### config.mk
export PLATFORM = sky130hd
export DESIGN_NAME = iwt_inactivity_timer
export DESIGN_NICKNAME = d
export VERILOG_FILES = /design/src/rtl/iwt_pkg.sv /design/src/rtl/iwt_inactivity_timer.sv
export SDC_FILE = /design/constraint.sdc
export NUM_CORES = 1
export LEC_CHECK = 0
export BUFFER_PORTS_ARGS = -buffer_cell sky130_fd_sc_hd__clkbuf_2
export CAP_MARGIN = 10
export CORE_MARGIN = 5
export CORE_UTILIZATION = 35
export CTS_CLUSTER_DIAMETER = 40
export DETAILED_ROUTE_END_ITERATION = 10
export HOLD_SLACK_MARGIN = 0.08
export PLACE_DENSITY_LB_ADDON = 0.15
export SETUP_SLACK_MARGIN = 0.05
export SLEW_MARGIN = 20
export SYNTH_ARGS = -nofsm -noshare
export SYNTH_HDL_FRONTEND = slang
export SYNTH_SLANG_ARGS = --single-unit
### constraint.sdc
create_clock -name mclk -period 2.5 [get_ports mclk]
set_clock_uncertainty 0.05 [all_clocks]
set_input_delay 0.5 -clock mclk [delete_from_list [all_inputs] [get_ports mclk]]
set_output_delay 0.5 -clock mclk [all_outputs]
set_load 0.01 [all_outputs]
### src/rtl/iwt_pkg.sv
package iwt_pkg;
	// ----------------------------------------
	// register index (byte address = 4 * index)
	// ----------------------------------------
	localparam logic [1:0]  IDX_TIMEOUT   = 2'h0;
	localparam logic [1:0]  IDX_MASK      = 2'h1;
	localparam logic [1:0]  IDX_STATUS    = 2'h2;
	localparam logic [1:0]  IDX_RSVD      = 2'h3;
	localparam logic [7:0]  IDX_EVT_STAT  = 8'h04;
	localparam logic [7:0]  IDX_EVT_MASK  = 8'h05;
	localparam int          ADDR_LSB      = 2;
	localparam int          ADDR_W        = 8;
	// ----------------------------------------
	// fields and reset values
	// ----------------------------------------
	localparam logic [7:0]  TIMEOUT_RST   = 8'h00;
	localparam logic [7:0]  MASK_RST      = 8'h00;
	localparam logic [7:0]  STATUS_RST    = 8'h01;
	localparam logic [7:0]  MASK_VALID    = 8'h0F;
	localparam int          UNIT_HI_BIT   = 7;
	localparam int          UNIT_LO_BIT   = 2;
	localparam int          EXP_BIT       = 0;
	localparam int          EVT_W         = 2;
	localparam int          EVT_EXPIRE    = 0;
	localparam int          EVT_TRIGGER   = 1;
	// ----------------------------------------
	// timing
	// ----------------------------------------
	localparam int          CLK_HZ        = 100_000_000;
	localparam int          SECOND_S      = 1;
	localparam int          MINUTE_S      = 60;
	localparam int          SEC_CYCLES    = CLK_HZ * SECOND_S;
	typedef enum logic {IWT_IDLE, IWT_RUN} iwt_state_t;
endpackage

### src/rtl/iwt_inactivity_timer.sv
`timescale 1ns/1ps
// Functional notes
// - timeout, mask, status at offsets 0-2
// - timeout holds 8-bit period 1..255
// - timeout write releases expiry, status bit set
// - nonzero write when idle starts counting
// - nonzero write while counting reloads counter
// - zero write stops timer, expiry outputs inactive
// - reset clears timeout, timer inactive
// - mask bits 3..0 enable four triggers
// - enabled trigger reloads counter from timeout while counting
// - status becomes 01h on reset, bit 0 set on activation
// - status bit 0 mirrors expiry level
// - status bits 7,2 select seconds unit
// - counter decrements per minute or second
// - zero count stops, asserts expiry low
// - routed irq active while expiry active
// - all triggers masked after reset
module iwt_inactivity_timer
	import iwt_pkg::*;
#(
	parameter int SEC_CNT = SEC_CYCLES,
	parameter int MIN_SECS = MINUTE_S
)
(
	input  wire logic        mclk,
	input  wire logic        reset_n,
	input  wire logic        psel,
	input  wire logic        penable,
	input  wire logic        pwrite,
	input  wire logic [31:0] paddr,
	input  wire logic [31:0] pwdata,
	input  wire logic [3:0]  pstrb,
	output logic      [31:0] prdata,
	output logic             pready,
	output logic             pslverr,
	input  wire logic [3:0]  trigger_irq,
	input  wire logic        irq_route_en,
	output logic             expiry_output_n,
	output logic             expiry_irq,
	output logic             irq
);
	// ----------------------------------------
	// reset synchroniser
	// ----------------------------------------
	logic rst_meta;
	logic rst_n;
	always_ff @(posedge mclk or negedge reset_n)
	begin
		if (!reset_n)
		begin
			rst_meta <= 1'b0;
			rst_n    <= 1'b0;
		end
		else
		begin
			rst_meta <= 1'b1;
			rst_n    <= rst_meta;
		end
	end

	// ----------------------------------------
	// bus decode
	// ----------------------------------------
	logic [ADDR_W-1:0] idx;
	logic              acc;
	logic              wr;
	logic              rd_setup;
	assign idx     = paddr[ADDR_LSB +: ADDR_W];
	assign rd_setup = psel && !penable && !pwrite;
	assign acc     = psel && penable;
	assign wr      = acc && pwrite && pstrb[0];
	assign pready  = 1'b1;
	assign pslverr = 1'b0;

	function automatic logic hit(input logic [ADDR_W-1:0] a, input logic [ADDR_W-1:0] r);
		hit = (a == r);
	endfunction

	logic wr_to, wr_msk, wr_st, wr_es, wr_em;
	assign wr_to  = wr && hit(idx, ADDR_W'(IDX_TIMEOUT));
	assign wr_msk = wr && hit(idx, ADDR_W'(IDX_MASK));
	assign wr_st  = wr && hit(idx, ADDR_W'(IDX_STATUS));
	assign wr_es  = wr && hit(idx, IDX_EVT_STAT);
	assign wr_em  = wr && hit(idx, IDX_EVT_MASK);

	// ----------------------------------------
	// timer state
	// ----------------------------------------
	iwt_state_t state, next_state;
	logic [7:0]  timeout_period_reg, next_timeout;
	logic [7:0]  trigger_mask_reg, next_mask;
	logic        unit_hi, next_unit_hi, unit_lo, next_unit_lo;
	logic        expired, next_expired;
	logic [7:0]  count, next_count;
	logic [31:0] pre, next_pre;
	logic [7:0]  secs, next_secs;
	logic [3:0]  trig_q, next_trig_q;
	logic [EVT_W-1:0] evt_stat, next_evt_stat, evt_mask, next_evt_mask, evt_set;
	logic [31:0] next_prdata;
	logic        sec_tick, unit_tick, trig_hit, seconds;

	assign seconds  = unit_hi && unit_lo;
	assign sec_tick = (pre == 32'(SEC_CNT - 1));
	assign unit_tick = sec_tick && (seconds || secs == 8'(MIN_SECS - 1));
	assign trig_hit = |(trigger_irq & ~trig_q & trigger_mask_reg[3:0]);

	always_comb
	begin
		next_state    = state;
		next_timeout  = timeout_period_reg;
		next_mask     = trigger_mask_reg;
		next_unit_hi  = unit_hi;
		next_unit_lo  = unit_lo;
		next_expired  = expired;
		next_count    = count;
		next_pre      = sec_tick ? 32'h0 : pre + 32'h1;
		next_secs     = secs;
		next_trig_q   = trigger_irq;
		evt_set       = '0;
		if (sec_tick)
			next_secs = (secs == 8'(MIN_SECS - 1)) ? 8'h00 : secs + 8'h01;
		unique case (state)
			IWT_IDLE:
			begin
			end
			IWT_RUN:
			begin
				if (trig_hit)
				begin
					next_count = timeout_period_reg;
					evt_set[EVT_TRIGGER] = 1'b1;
				end
				else if (unit_tick)
				begin
					if (count == 8'h01)
					begin
						next_count   = 8'h00;
						next_expired = 1'b1;
						next_state   = IWT_IDLE;
						evt_set[EVT_EXPIRE] = 1'b1;
					end
					else
						next_count = count - 8'h01;
				end
			end
		endcase
		if (wr_msk)
			next_mask = pwdata[7:0] & MASK_VALID;
		if (wr_st)
		begin
			next_unit_hi = pwdata[UNIT_HI_BIT];
			next_unit_lo = pwdata[UNIT_LO_BIT];
		end
		if (wr_to)
		begin
			next_timeout = pwdata[7:0];
			next_expired = 1'b0;
			next_count   = pwdata[7:0];
			next_state   = (pwdata[7:0] != 8'h00) ? IWT_RUN : IWT_IDLE;
			next_pre     = 32'h0;
			next_secs    = 8'h00;
			evt_set      = '0;
		end
		next_evt_mask = wr_em ? pwdata[EVT_W-1:0] : evt_mask;
		next_evt_stat = (evt_stat & ~(wr_es ? pwdata[EVT_W-1:0] : '0)) | evt_set;
	end

	always_comb
	begin
		next_prdata = prdata;
		if (rd_setup)
		begin
			next_prdata = 32'h0;
			if (hit(idx, ADDR_W'(IDX_TIMEOUT)))
				next_prdata[7:0] = timeout_period_reg;
			else if (hit(idx, ADDR_W'(IDX_MASK)))
				next_prdata[7:0] = trigger_mask_reg;
			else if (hit(idx, ADDR_W'(IDX_STATUS)))
			begin
				next_prdata[UNIT_HI_BIT] = unit_hi;
				next_prdata[UNIT_LO_BIT] = unit_lo;
				next_prdata[EXP_BIT]     = ~expired;
			end
			else if (hit(idx, IDX_EVT_STAT))
				next_prdata[EVT_W-1:0] = evt_stat;
			else if (hit(idx, IDX_EVT_MASK))
				next_prdata[EVT_W-1:0] = evt_mask;
		end
	end

	always_ff @(posedge mclk or negedge rst_n)
	begin
		if (!rst_n)
		begin
			state              <= IWT_IDLE;
			timeout_period_reg <= TIMEOUT_RST;
			trigger_mask_reg   <= MASK_RST;
			unit_hi            <= STATUS_RST[UNIT_HI_BIT];
			unit_lo            <= STATUS_RST[UNIT_LO_BIT];
			expired            <= ~STATUS_RST[EXP_BIT];
			count              <= TIMEOUT_RST;
			pre                <= 32'h0;
			secs               <= 8'h00;
			trig_q             <= 4'h0;
			evt_stat           <= '0;
			evt_mask           <= '0;
			prdata             <= 32'h0;
		end
		else
		begin
			state              <= next_state;
			timeout_period_reg <= next_timeout;
			trigger_mask_reg   <= next_mask;
			unit_hi            <= next_unit_hi;
			unit_lo            <= next_unit_lo;
			expired            <= next_expired;
			count              <= next_count;
			pre                <= next_pre;
			secs               <= next_secs;
			trig_q             <= next_trig_q;
			evt_stat           <= next_evt_stat;
			evt_mask           <= next_evt_mask;
			prdata             <= next_prdata;
		end
	end

	// ----------------------------------------
	// outputs
	// ----------------------------------------
	assign expiry_output_n = ~expired;
	assign expiry_irq      = irq_route_en && expired;
	assign irq             = |(evt_stat & evt_mask);
endmodule

==> run summary, run 1 <==
The flow ran to the end, and the final reports show no timing, DRC or antenna violations. Per report_power, the sequential group accounts for 49.0% of the total. The register name with the most flops was pre. The flip-flop count of the largest register after layout was 32; the final worst-path setup slack was 305.1 ps.

The remaining design rule violation count is 0, and the reported net switching power is 0.7174 mW. Internal power comes to 2.282 mW. The library cell used most frequently in the layout, excluding fill and tap cells, is sky130_fd_sc_hd__dfrtp_1. The run gives 138.3 ps as the worst slack after detailed placement. The clock passes through at most 2 buffers. Across the run, the number of max-cap violations was 0. At the end of the flow, the number of nets in the layout was 587. TritonCTS built the clock tree. The global-route wire length before repair was 16030 µm; the post-detailed-route count of antenna-violating nets was 0. The fraction of the yosys area taken by sequential cells was 47.61%. Compound-gate portion of the synthesized area: 8.911%. At the worst endpoint, the arrival time is 2390 ps. Summing all flip-flop and latch instances after layout gives 2056 µm². Synthesis instantiated 56 different standard cells from the library. Of the available clock period, the critical path in the final layout requires 87.80%.

The worst-case IR drop observed on VDD is 0.0004053 V. The tools report the layout filler cell count as 1213. The largest fanout of any net on the critical path works out to 8. For this run, the detailed router's first-pass iteration total came to 4. Using the TritonRoute via totals, the vias-per-cell ratio works out to 4.925.

Setup violations remaining at the end of the flow were counted as 0. Net switching is 23.92% of the power. The initial utilization of the core area, before any placement, comes to 35.74%.

The later pin in the worst-skew pair is clocked with a latency of 340 ps. Setup repair after global routing left no endpoint under its margin. The power density relative to cell area was 600.6 nW/µm². Data on the critical path is required at its endpoint by 2700 ps.

The run gives 14640 µm² as the area of the die. After detailed routing, the average wire length per cell comes to 14.18 µm. Overall global routing resource usage: 13.82%. By area, the combinational part of the netlist is dominated by simple AND/OR/NAND/NOR gates.

Headroom to the max-slew limit came out at 56.66%. The total number of vias was 3339. The via count of the first global-routing pass was 3153; the horizontal extent of the die was 121.0 µm.

For the number of synthesis warnings, the log shows 0. Type of the worst setup path: register to register. The post-synthesis adder-cell area fraction is 1.161%. The synthesized instance count came out at 458.

Once the clock tree was built, the setup fixing pass inserted 0 buffers. The logs give 0 for the number of antenna violations at the first check in global routing and 226.7 ps for the final-layout worst hold slack. The run gives 82 as the number of clock sinks seen by CTS. The tools report the multi-input combinational cell area as 2078 µm². The portion of synthesized area spent on multiplexers is 3.077%.

After synthesis, the mean cell area works out to 9.411 µm². Subtracting the final worst setup slack from the clock period gives 2195 ps. The tools report the number of cell rows as 40.

The number of flip-flops and latches in the synthesized netlist came out at 82. The number of antenna diodes was 0; the transition time at the pin with the least slew margin was 648.7 ps. Summed negative setup slack over all endpoints: 0 ps. The share of flip-flops with an asynchronous set or reset was 100.0%. Power comes to 2.999 mW. In this run the worst hold path is classified as primary input to register. The total wire length after detailed routing is 9612 µm.

The clock network is responsible for 44.4% of the overall power. The xor-xnor portion of the synthesized cell area was 6.502%; the number of enable flip-flop cells after synthesis was 0. For this block, the initial DRC count from the detailed router was 165. STA classifies the critical path startpoint as a register. The fraction of the mapped netlist area in simple logic gates was 25.92%. The tools report the maximum clock rate as 455.6 MHz. The logs give 0 for the number of pins with negative max-slew slack in the final report and 6.6% for the portion of total power attributed to combinational logic.

The clock tree synthesis step divided the H-tree into 3 levels. The floorplan step defined a core boundary enclosing 12060 µm². After clock tree synthesis, the clock-pin slew on the worst setup and hold paths is 60 ps.

Cells with a size suffix above 1 make up 17.84% of the layout. The number of input and output port buffers inserted is 37. Entering global routing, the biggest net connects 43 pins.

The run gives 4310 µm² as the total standard cell area after synthesis. The logs give 6960 µm for the placed wire-length estimate and 0.7761 for the routability-driven placement congestion ratio. For this run, the leading register cell type out of synthesis is sky130_fd_sc_hd__dfrtp_1.

The run gives 2.389 nW as the standby leakage power. The area growth from synthesis to layout is 15.85%. For the count of endpoints failing hold in the final timing report, the log shows 0. Clock tree synthesis inserted a total of 9 buffers. The tools report the clock tree root buffer cell as sky130_fd_sc_hd__clkbuf_16. Endpoint type of the worst setup path: a register.

The boundary pin count was 115. From bottom edge to top edge, the die measures 121.0 µm. Residual overflow from global routing: 0. Leaving out fill and tap cells, the most frequent cells in the layout are sky130_fd_sc_hd__dfrtp_1 (81), sky130_fd_sc_hd__nand2_1 (65), sky130_fd_sc_hd__nor2_1 (55), sky130_fd_sc_hd__clkbuf_2 (37), sky130_fd_sc_hd__conb_1 (27).
## metrics by stage
stage / utilization [%] / instance area [µm²] / std cells
6_report: 41.40 / 4994 / 678
2_1_floorplan: - / 4405 / 483
3_5_place_dp: 38.74 / 4673 / 661
5_1_grt: 41.40 / 4994 / 678
3_3_place_gp: 38.74 / 4673 / 661
4_1_cts: 41.30 / 4981 / 678
## cell families (layout without fill, tap and decap cells)
family / Yosys count / after routing
AND/OR/NAND/NOR: 221 / 221
flip-flops: 82 / 82
AO/OA/AOI/OAI: 57 / 57
buffers and inverters: 48 / 75
XOR/XNOR: 32 / 32
multiplexers: 12 / 12
adder cells (fa/ha/maj): 4 / 4
other: 2 / 27
## layout make-up
cell class | count | share of cell area (%)
clock buffer | 12 | 4.936
clock inverter | 4 | 1.027
inverter | 7 | 0.5262
multi-input combinational | 353 | 41.62
sequential | 82 | 41.17
tap | 168 | 4.209
timing repair buffer | 52 | 6.515
## synthesized netlist by cell type, types with 2 or more instances
master / instances / share of area [%]
sky130_fd_sc_hd__xor2_1: 21 / 4.3
sky130_fd_sc_hd__nor4_1: 5 / 0.73
sky130_fd_sc_hd__nor2_1: 55 / 4.8
sky130_fd_sc_hd__nand4_1: 10 / 1.5
sky130_fd_sc_hd__or3_1: 4 / 0.58
sky130_fd_sc_hd__mux2i_1: 2 / 0.46
sky130_fd_sc_hd__o41ai_1: 3 / 0.61
sky130_fd_sc_hd__dfrtp_1: 82 / 48
sky130_fd_sc_hd__xnor2_1: 11 / 2.2
sky130_fd_sc_hd__a22oi_1: 3 / 0.52
sky130_fd_sc_hd__and3_1: 10 / 1.5
sky130_fd_sc_hd__o21a_1: 2 / 0.35
sky130_fd_sc_hd__ha_1: 4 / 1.2
sky130_fd_sc_hd__nor3_2: 2 / 0.46
sky130_fd_sc_hd__a211oi_1: 5 / 0.87
sky130_fd_sc_hd__and4_1: 7 / 1.4
sky130_fd_sc_hd__a21oi_1: 7 / 0.81
sky130_fd_sc_hd__mux2_2: 10 / 2.6
sky130_fd_sc_hd__o22ai_1: 3 / 0.44
sky130_fd_sc_hd__inv_1: 7 / 0.61
sky130_fd_sc_hd__buf_2: 7 / 0.81
sky130_fd_sc_hd__o21ai_0: 13 / 1.5
sky130_fd_sc_hd__conb_1: 2 / 0.17
sky130_fd_sc_hd__clkbuf_1: 8 / 0.70
sky130_fd_sc_hd__nor3_1: 10 / 1.2
sky130_fd_sc_hd__and4b_1: 2 / 0.46
sky130_fd_sc_hd__nor3b_1: 3 / 0.52
sky130_fd_sc_hd__nand3_1: 26 / 3.0
sky130_fd_sc_hd__o31ai_1: 8 / 1.4
sky130_fd_sc_hd__buf_4: 26 / 4.5
sky130_fd_sc_hd__and2_1: 5 / 0.73
sky130_fd_sc_hd__a31oi_1: 2 / 0.29
sky130_fd_sc_hd__or4_4: 2 / 0.52
sky130_fd_sc_hd__or2_2: 5 / 0.73
sky130_fd_sc_hd__nand2_1: 65 / 5.7
## critical path, stage by stage, from the launching register on
cell and delay, ps:
sky130_fd_sc_hd__dfrtp_1 380, sky130_fd_sc_hd__ha_1 210, sky130_fd_sc_hd__nand4_1 130, sky130_fd_sc_hd__o41ai_1 320, sky130_fd_sc_hd__buf_4 190, sky130_fd_sc_hd__nor4b_4 260
sky130_fd_sc_hd__o21a_2 290, sky130_fd_sc_hd__nor2_1 70, sky130_fd_sc_hd__o31ai_1 220
## power groups by stage
stage / combinational, mW / sequential, mW / clock, mW
after floorplan: 0.154 / 1.49 / 0
after global placement: 0.194 / 1.49 / 0
after detailed placement: 0.197 / 1.49 / 0
after CTS: 0.201 / 1.47 / 1.37
after global routing: 0.225 / 1.48 / 1.44
final: 0.198 / 1.47 / 1.33
## routing by layer
layer | routed length [µm] | vias to the layer above | part of all wire (%) | track usage [%]
met5 | 0 | - | 0 | 0
met4 | 118 | 0 | 1.2 | 4.037
met3 | 428 | 9 | 4.5 | 3.636
met2 | 4534 | 69 | 47 | 22.72
met1 | 4530 | 1619 | 47 | 17.89
li1 | - | 1642 | - | -
## timing repair
action,CTS,global route
hold endpoints to repair,2,0
endpoints found under the setup margin,0,6
hold buffers,1,0
resized for setup,0,2
## final timing paths
kind | startpoint | endpoint | slack (ps) | cells past startpoint
max | secs[0] | count[1] | 310 | 8
max reg2reg | secs[0] | count[1] | 310 | 8
min reg2reg | rst_n | pre[4] | 260 | 0
max in group asynchronous | rst_n | pre[23] | 1530 | 1
min in group asynchronous | rst_n | pre[4] | 260 | 0
min | trigger_irq[0] | trig_q[0] | 230 | 1
Power figures use the tool's default switching activity.
==> run 2, diff against run 1 <==
CORE_MARGIN = unset   (was 5)
clock period = 1.75 ns   (was 2.5 ns; I/O delays follow)
==> run summary, run 2 (synthesized netlist as in run 1, its figures left out) <==
The checks that failed: setup timing. STA classifies the critical path endpoint as a register. The initial detailed-routing violation count was 109 (-34%). The cell with the largest stage delay on the worst path is sky130_fd_sc_hd__dfrtp_1. The tools report the worst-skew pair later-pin latency as 340 ps (about the same). The required time of the worst setup path came out at 1940 ps (-760 ps). TritonCTS built the clock tree. The tree is rooted in a sky130_fd_sc_hd__clkbuf_16. The pin count of the biggest net entering global routing is 32 (-26%), and the largest fanout of any net on the critical path is 8 (unchanged). The tools report the maximum clock rate as 492.6 MHz (+8.1%).

The tools report the number of antenna diodes as 0 (unchanged). For the area occupied by registers, the log shows 2056 µm² (unchanged). Post-layout total power: 4.561 mW (+52%).

Flip-flop count of the largest register after layout: 32 (unchanged). Number of nets in the layout: 695 (+18%). Number of cells on the worst reg-to-reg path: 8 (unchanged). The run finished, with violations left. The overall global routing resource usage was 18.30% (+4.5 points); the deepest clock path buffer count was 2 (unchanged). The post-detailed-route count of antenna-violating nets was 0 (unchanged); the routability-driven placement congestion ratio was 0.8150 (+5.0%). The remaining design rule violation count was 0 (unchanged). The clock period minus final worst setup slack was 2030 ps (-165.1 ps); the total number of vias was 3764 (+13%). Number of pins with negative max-slew slack in the final report: 0 (unchanged). The worst hold path belongs to the class register to async pin. The number of antenna violations at the first check in global routing was 0 (unchanged); the critical path depth was 8 (unchanged). The signal on the critical path passes through ha_2 -> nand4_1 -> o41ai_2 -> nor4b_4 -> buf_4 -> o21a_4 -> nor2_1 -> o31ai_1. The area of placed instances was 5472 µm² (+17%); the number of buffers inserted during clock tree synthesis was 9 (unchanged).

The type of the worst setup path is register to register. Power density relative to cell area: 718.2 nW/µm² (+20%). The run gives 2489 µm² (+20%) as the multi-input combinational cell area.

Longest individual stage delay on the worst path: 350 ps (-30 ps). The worst slack after detailed placement is -327.0 ps (-465.3 ps), and the count of max-cap constraint violations is 0 (unchanged). The fraction of layout instances using a drive strength above 1 was 44.82% (+27 points); the iteration count of the initial detailed-routing pass was 4 (unchanged). For the area of the die, the log shows 12760 µm² (-13%). The horizontal extent of the die was 113.0 µm (-6.6%); the period utilization was 116.0% (+28 points). The placed wire-length estimate came out at 7750 µm (+11%). The standby leakage power was 2.995 nW (+25%); the boundary pin count was 115 (unchanged). The number of input and output port buffers inserted was 37 (unchanged); the count of buffer and inverter cells on the critical path was 1 (unchanged). The initial standard-cell utilization of the core is 35.89% (+0.15 points). Setup repair after global routing could not meet its margin everywhere.

The register name with the most flops was pre. The core region area was 12010 µm² (-0.42%). For the critical path arrival, the log shows 2220 ps (-170 ps). The most frequent standard cell in the layout excluding fill and tap cells was sky130_fd_sc_hd__buf_4. The total wire length after detailed routing is 11140 µm (+16%).

STA classifies the critical path startpoint as a register. The number of clock sinks seen by CTS was 82 (unchanged). The layout filler cell count is 1096 (-9.6%), and the global-route wire length before repair is 18250 µm (+14%). The area growth from synthesis to layout is 47.31%. The average routed wire per standard cell is 14.56 µm (+2.7%). The number of cell rows came out at 40 (unchanged). The number of vias per cell was 4.920 (about the same); the worst voltage drop across the vdd grid was 0.0007773 V (+92%). The worst slew margin relative to its limit was 65.92% (+9.3 points); the post-CTS clock slew at the launch and capture registers of the worst setup and hold paths was 60 ps (about the same).

The tools report the number of H-tree levels as 3 (unchanged). The setup violation total in the final timing report is 50 (+50). The transition time at the pin with the least slew margin was 506.5 ps (-142.2 ps). The via count of the first global-routing pass is 3821 (+21%), and the residual overflow from global routing is 0 (unchanged). The final design instance area without fill is 6350 µm² (+27%). The floorplan die height was 113.0 µm (-6.6%); the count of endpoints failing hold in the final timing report was 0 (unchanged). The family with the most delay on the worst path is compound AO/OA/AOI/OAI gates.

The final worst-path setup slack came out at -279.8 ps (-584.9 ps). The library cells used most frequently in the layout, excluding fill and tap cells, are sky130_fd_sc_hd__buf_4 (100), sky130_fd_sc_hd__dfrtp_1 (81), sky130_fd_sc_hd__nand2_1 (52), sky130_fd_sc_hd__clkbuf_2 (36), sky130_fd_sc_hd__conb_1 (27).
==> run 2: cell count changes in the layout (fill, tap and decap cells not counted), moves of 9 or more <==
cell / change
sky130_fd_sc_hd__buf_4: +88
sky130_fd_sc_hd__nor2_1: -38
sky130_fd_sc_hd__nor2_2: +25
sky130_fd_sc_hd__nand2_1: -13
sky130_fd_sc_hd__nor2_4: +13
sky130_fd_sc_hd__nand2_2: +11
sky130_fd_sc_hd__buf_6: +10
sky130_fd_sc_hd__o21ai_0: -9
==> run 2: path summary, 6_finish.rpt <==
check,start,endpoint,slack [ps]
min in group mclk,pwdata[6],timeout_period_reg[6],220
setup / recovery,secs[0],count[4],-280
hold reg to reg,rst_n,pre[23],210
setup reg to reg,secs[0],count[4],-280
hold / removal,rst_n,pre[23],210
max in group asynchronous,rst_n,prdata[4],910
==> run 2: where the power goes <==
part | internal (mW) | switching [mW] | total, mW | leakage [nW]
registers | 1.99 | 0.0725 | 2.06 | 1.10
clock network | 1.18 | 0.743 | 1.92 | 0.145
logic | 0.303 | 0.271 | 0.574 | 1.75
==> run 2: repair_timing <==
action,in CTS,in global routing
hold endpoints to repair,6,0
endpoints found under the setup margin,51,58
buffers inserted,7,5
resized for setup,41,56
hold buffers,5,0
pin swaps,14,20
cloned,2,1
==> run 2: cell type report <==
class                   count  share of cell area (%)
clock buffers              12                   4.039
clock inverters             4                  0.7882
inverters                   7                  0.4138
multi-input cells         353                   39.19
flip-flops and latches     82                   32.37
well taps                 147                   2.897
repair buffers            160                   20.30
==> run 2: through the flow <==
step | hold WS [ps] | util, % | TNS (ps) | instances
4_1_cts | 196.1 | 50.78 | -7640 | 762
5_1_grt | 212.4 | 52.86 | -14690 | 765
3_3_place_gp | 87.27 | 45.55 | -18520 | 732
2_1_floorplan | 4.409 | - | -5785 | 483
3_5_place_dp | 89.43 | 45.55 | -19370 | 732
6_report | 207.8 | 52.86 | -9357 | 765
==> run 2: per-layer routing <==
| metal | routed length [µm] | GRT usage (%) |
|---|---|---|
| met1 | 5037 | 22.80 |
| met2 | 5671 | 31.93 |
| met3 | 288 | 3.910 |
| met4 | 142 | 5.351 |
| met5 | 0 | 0 |
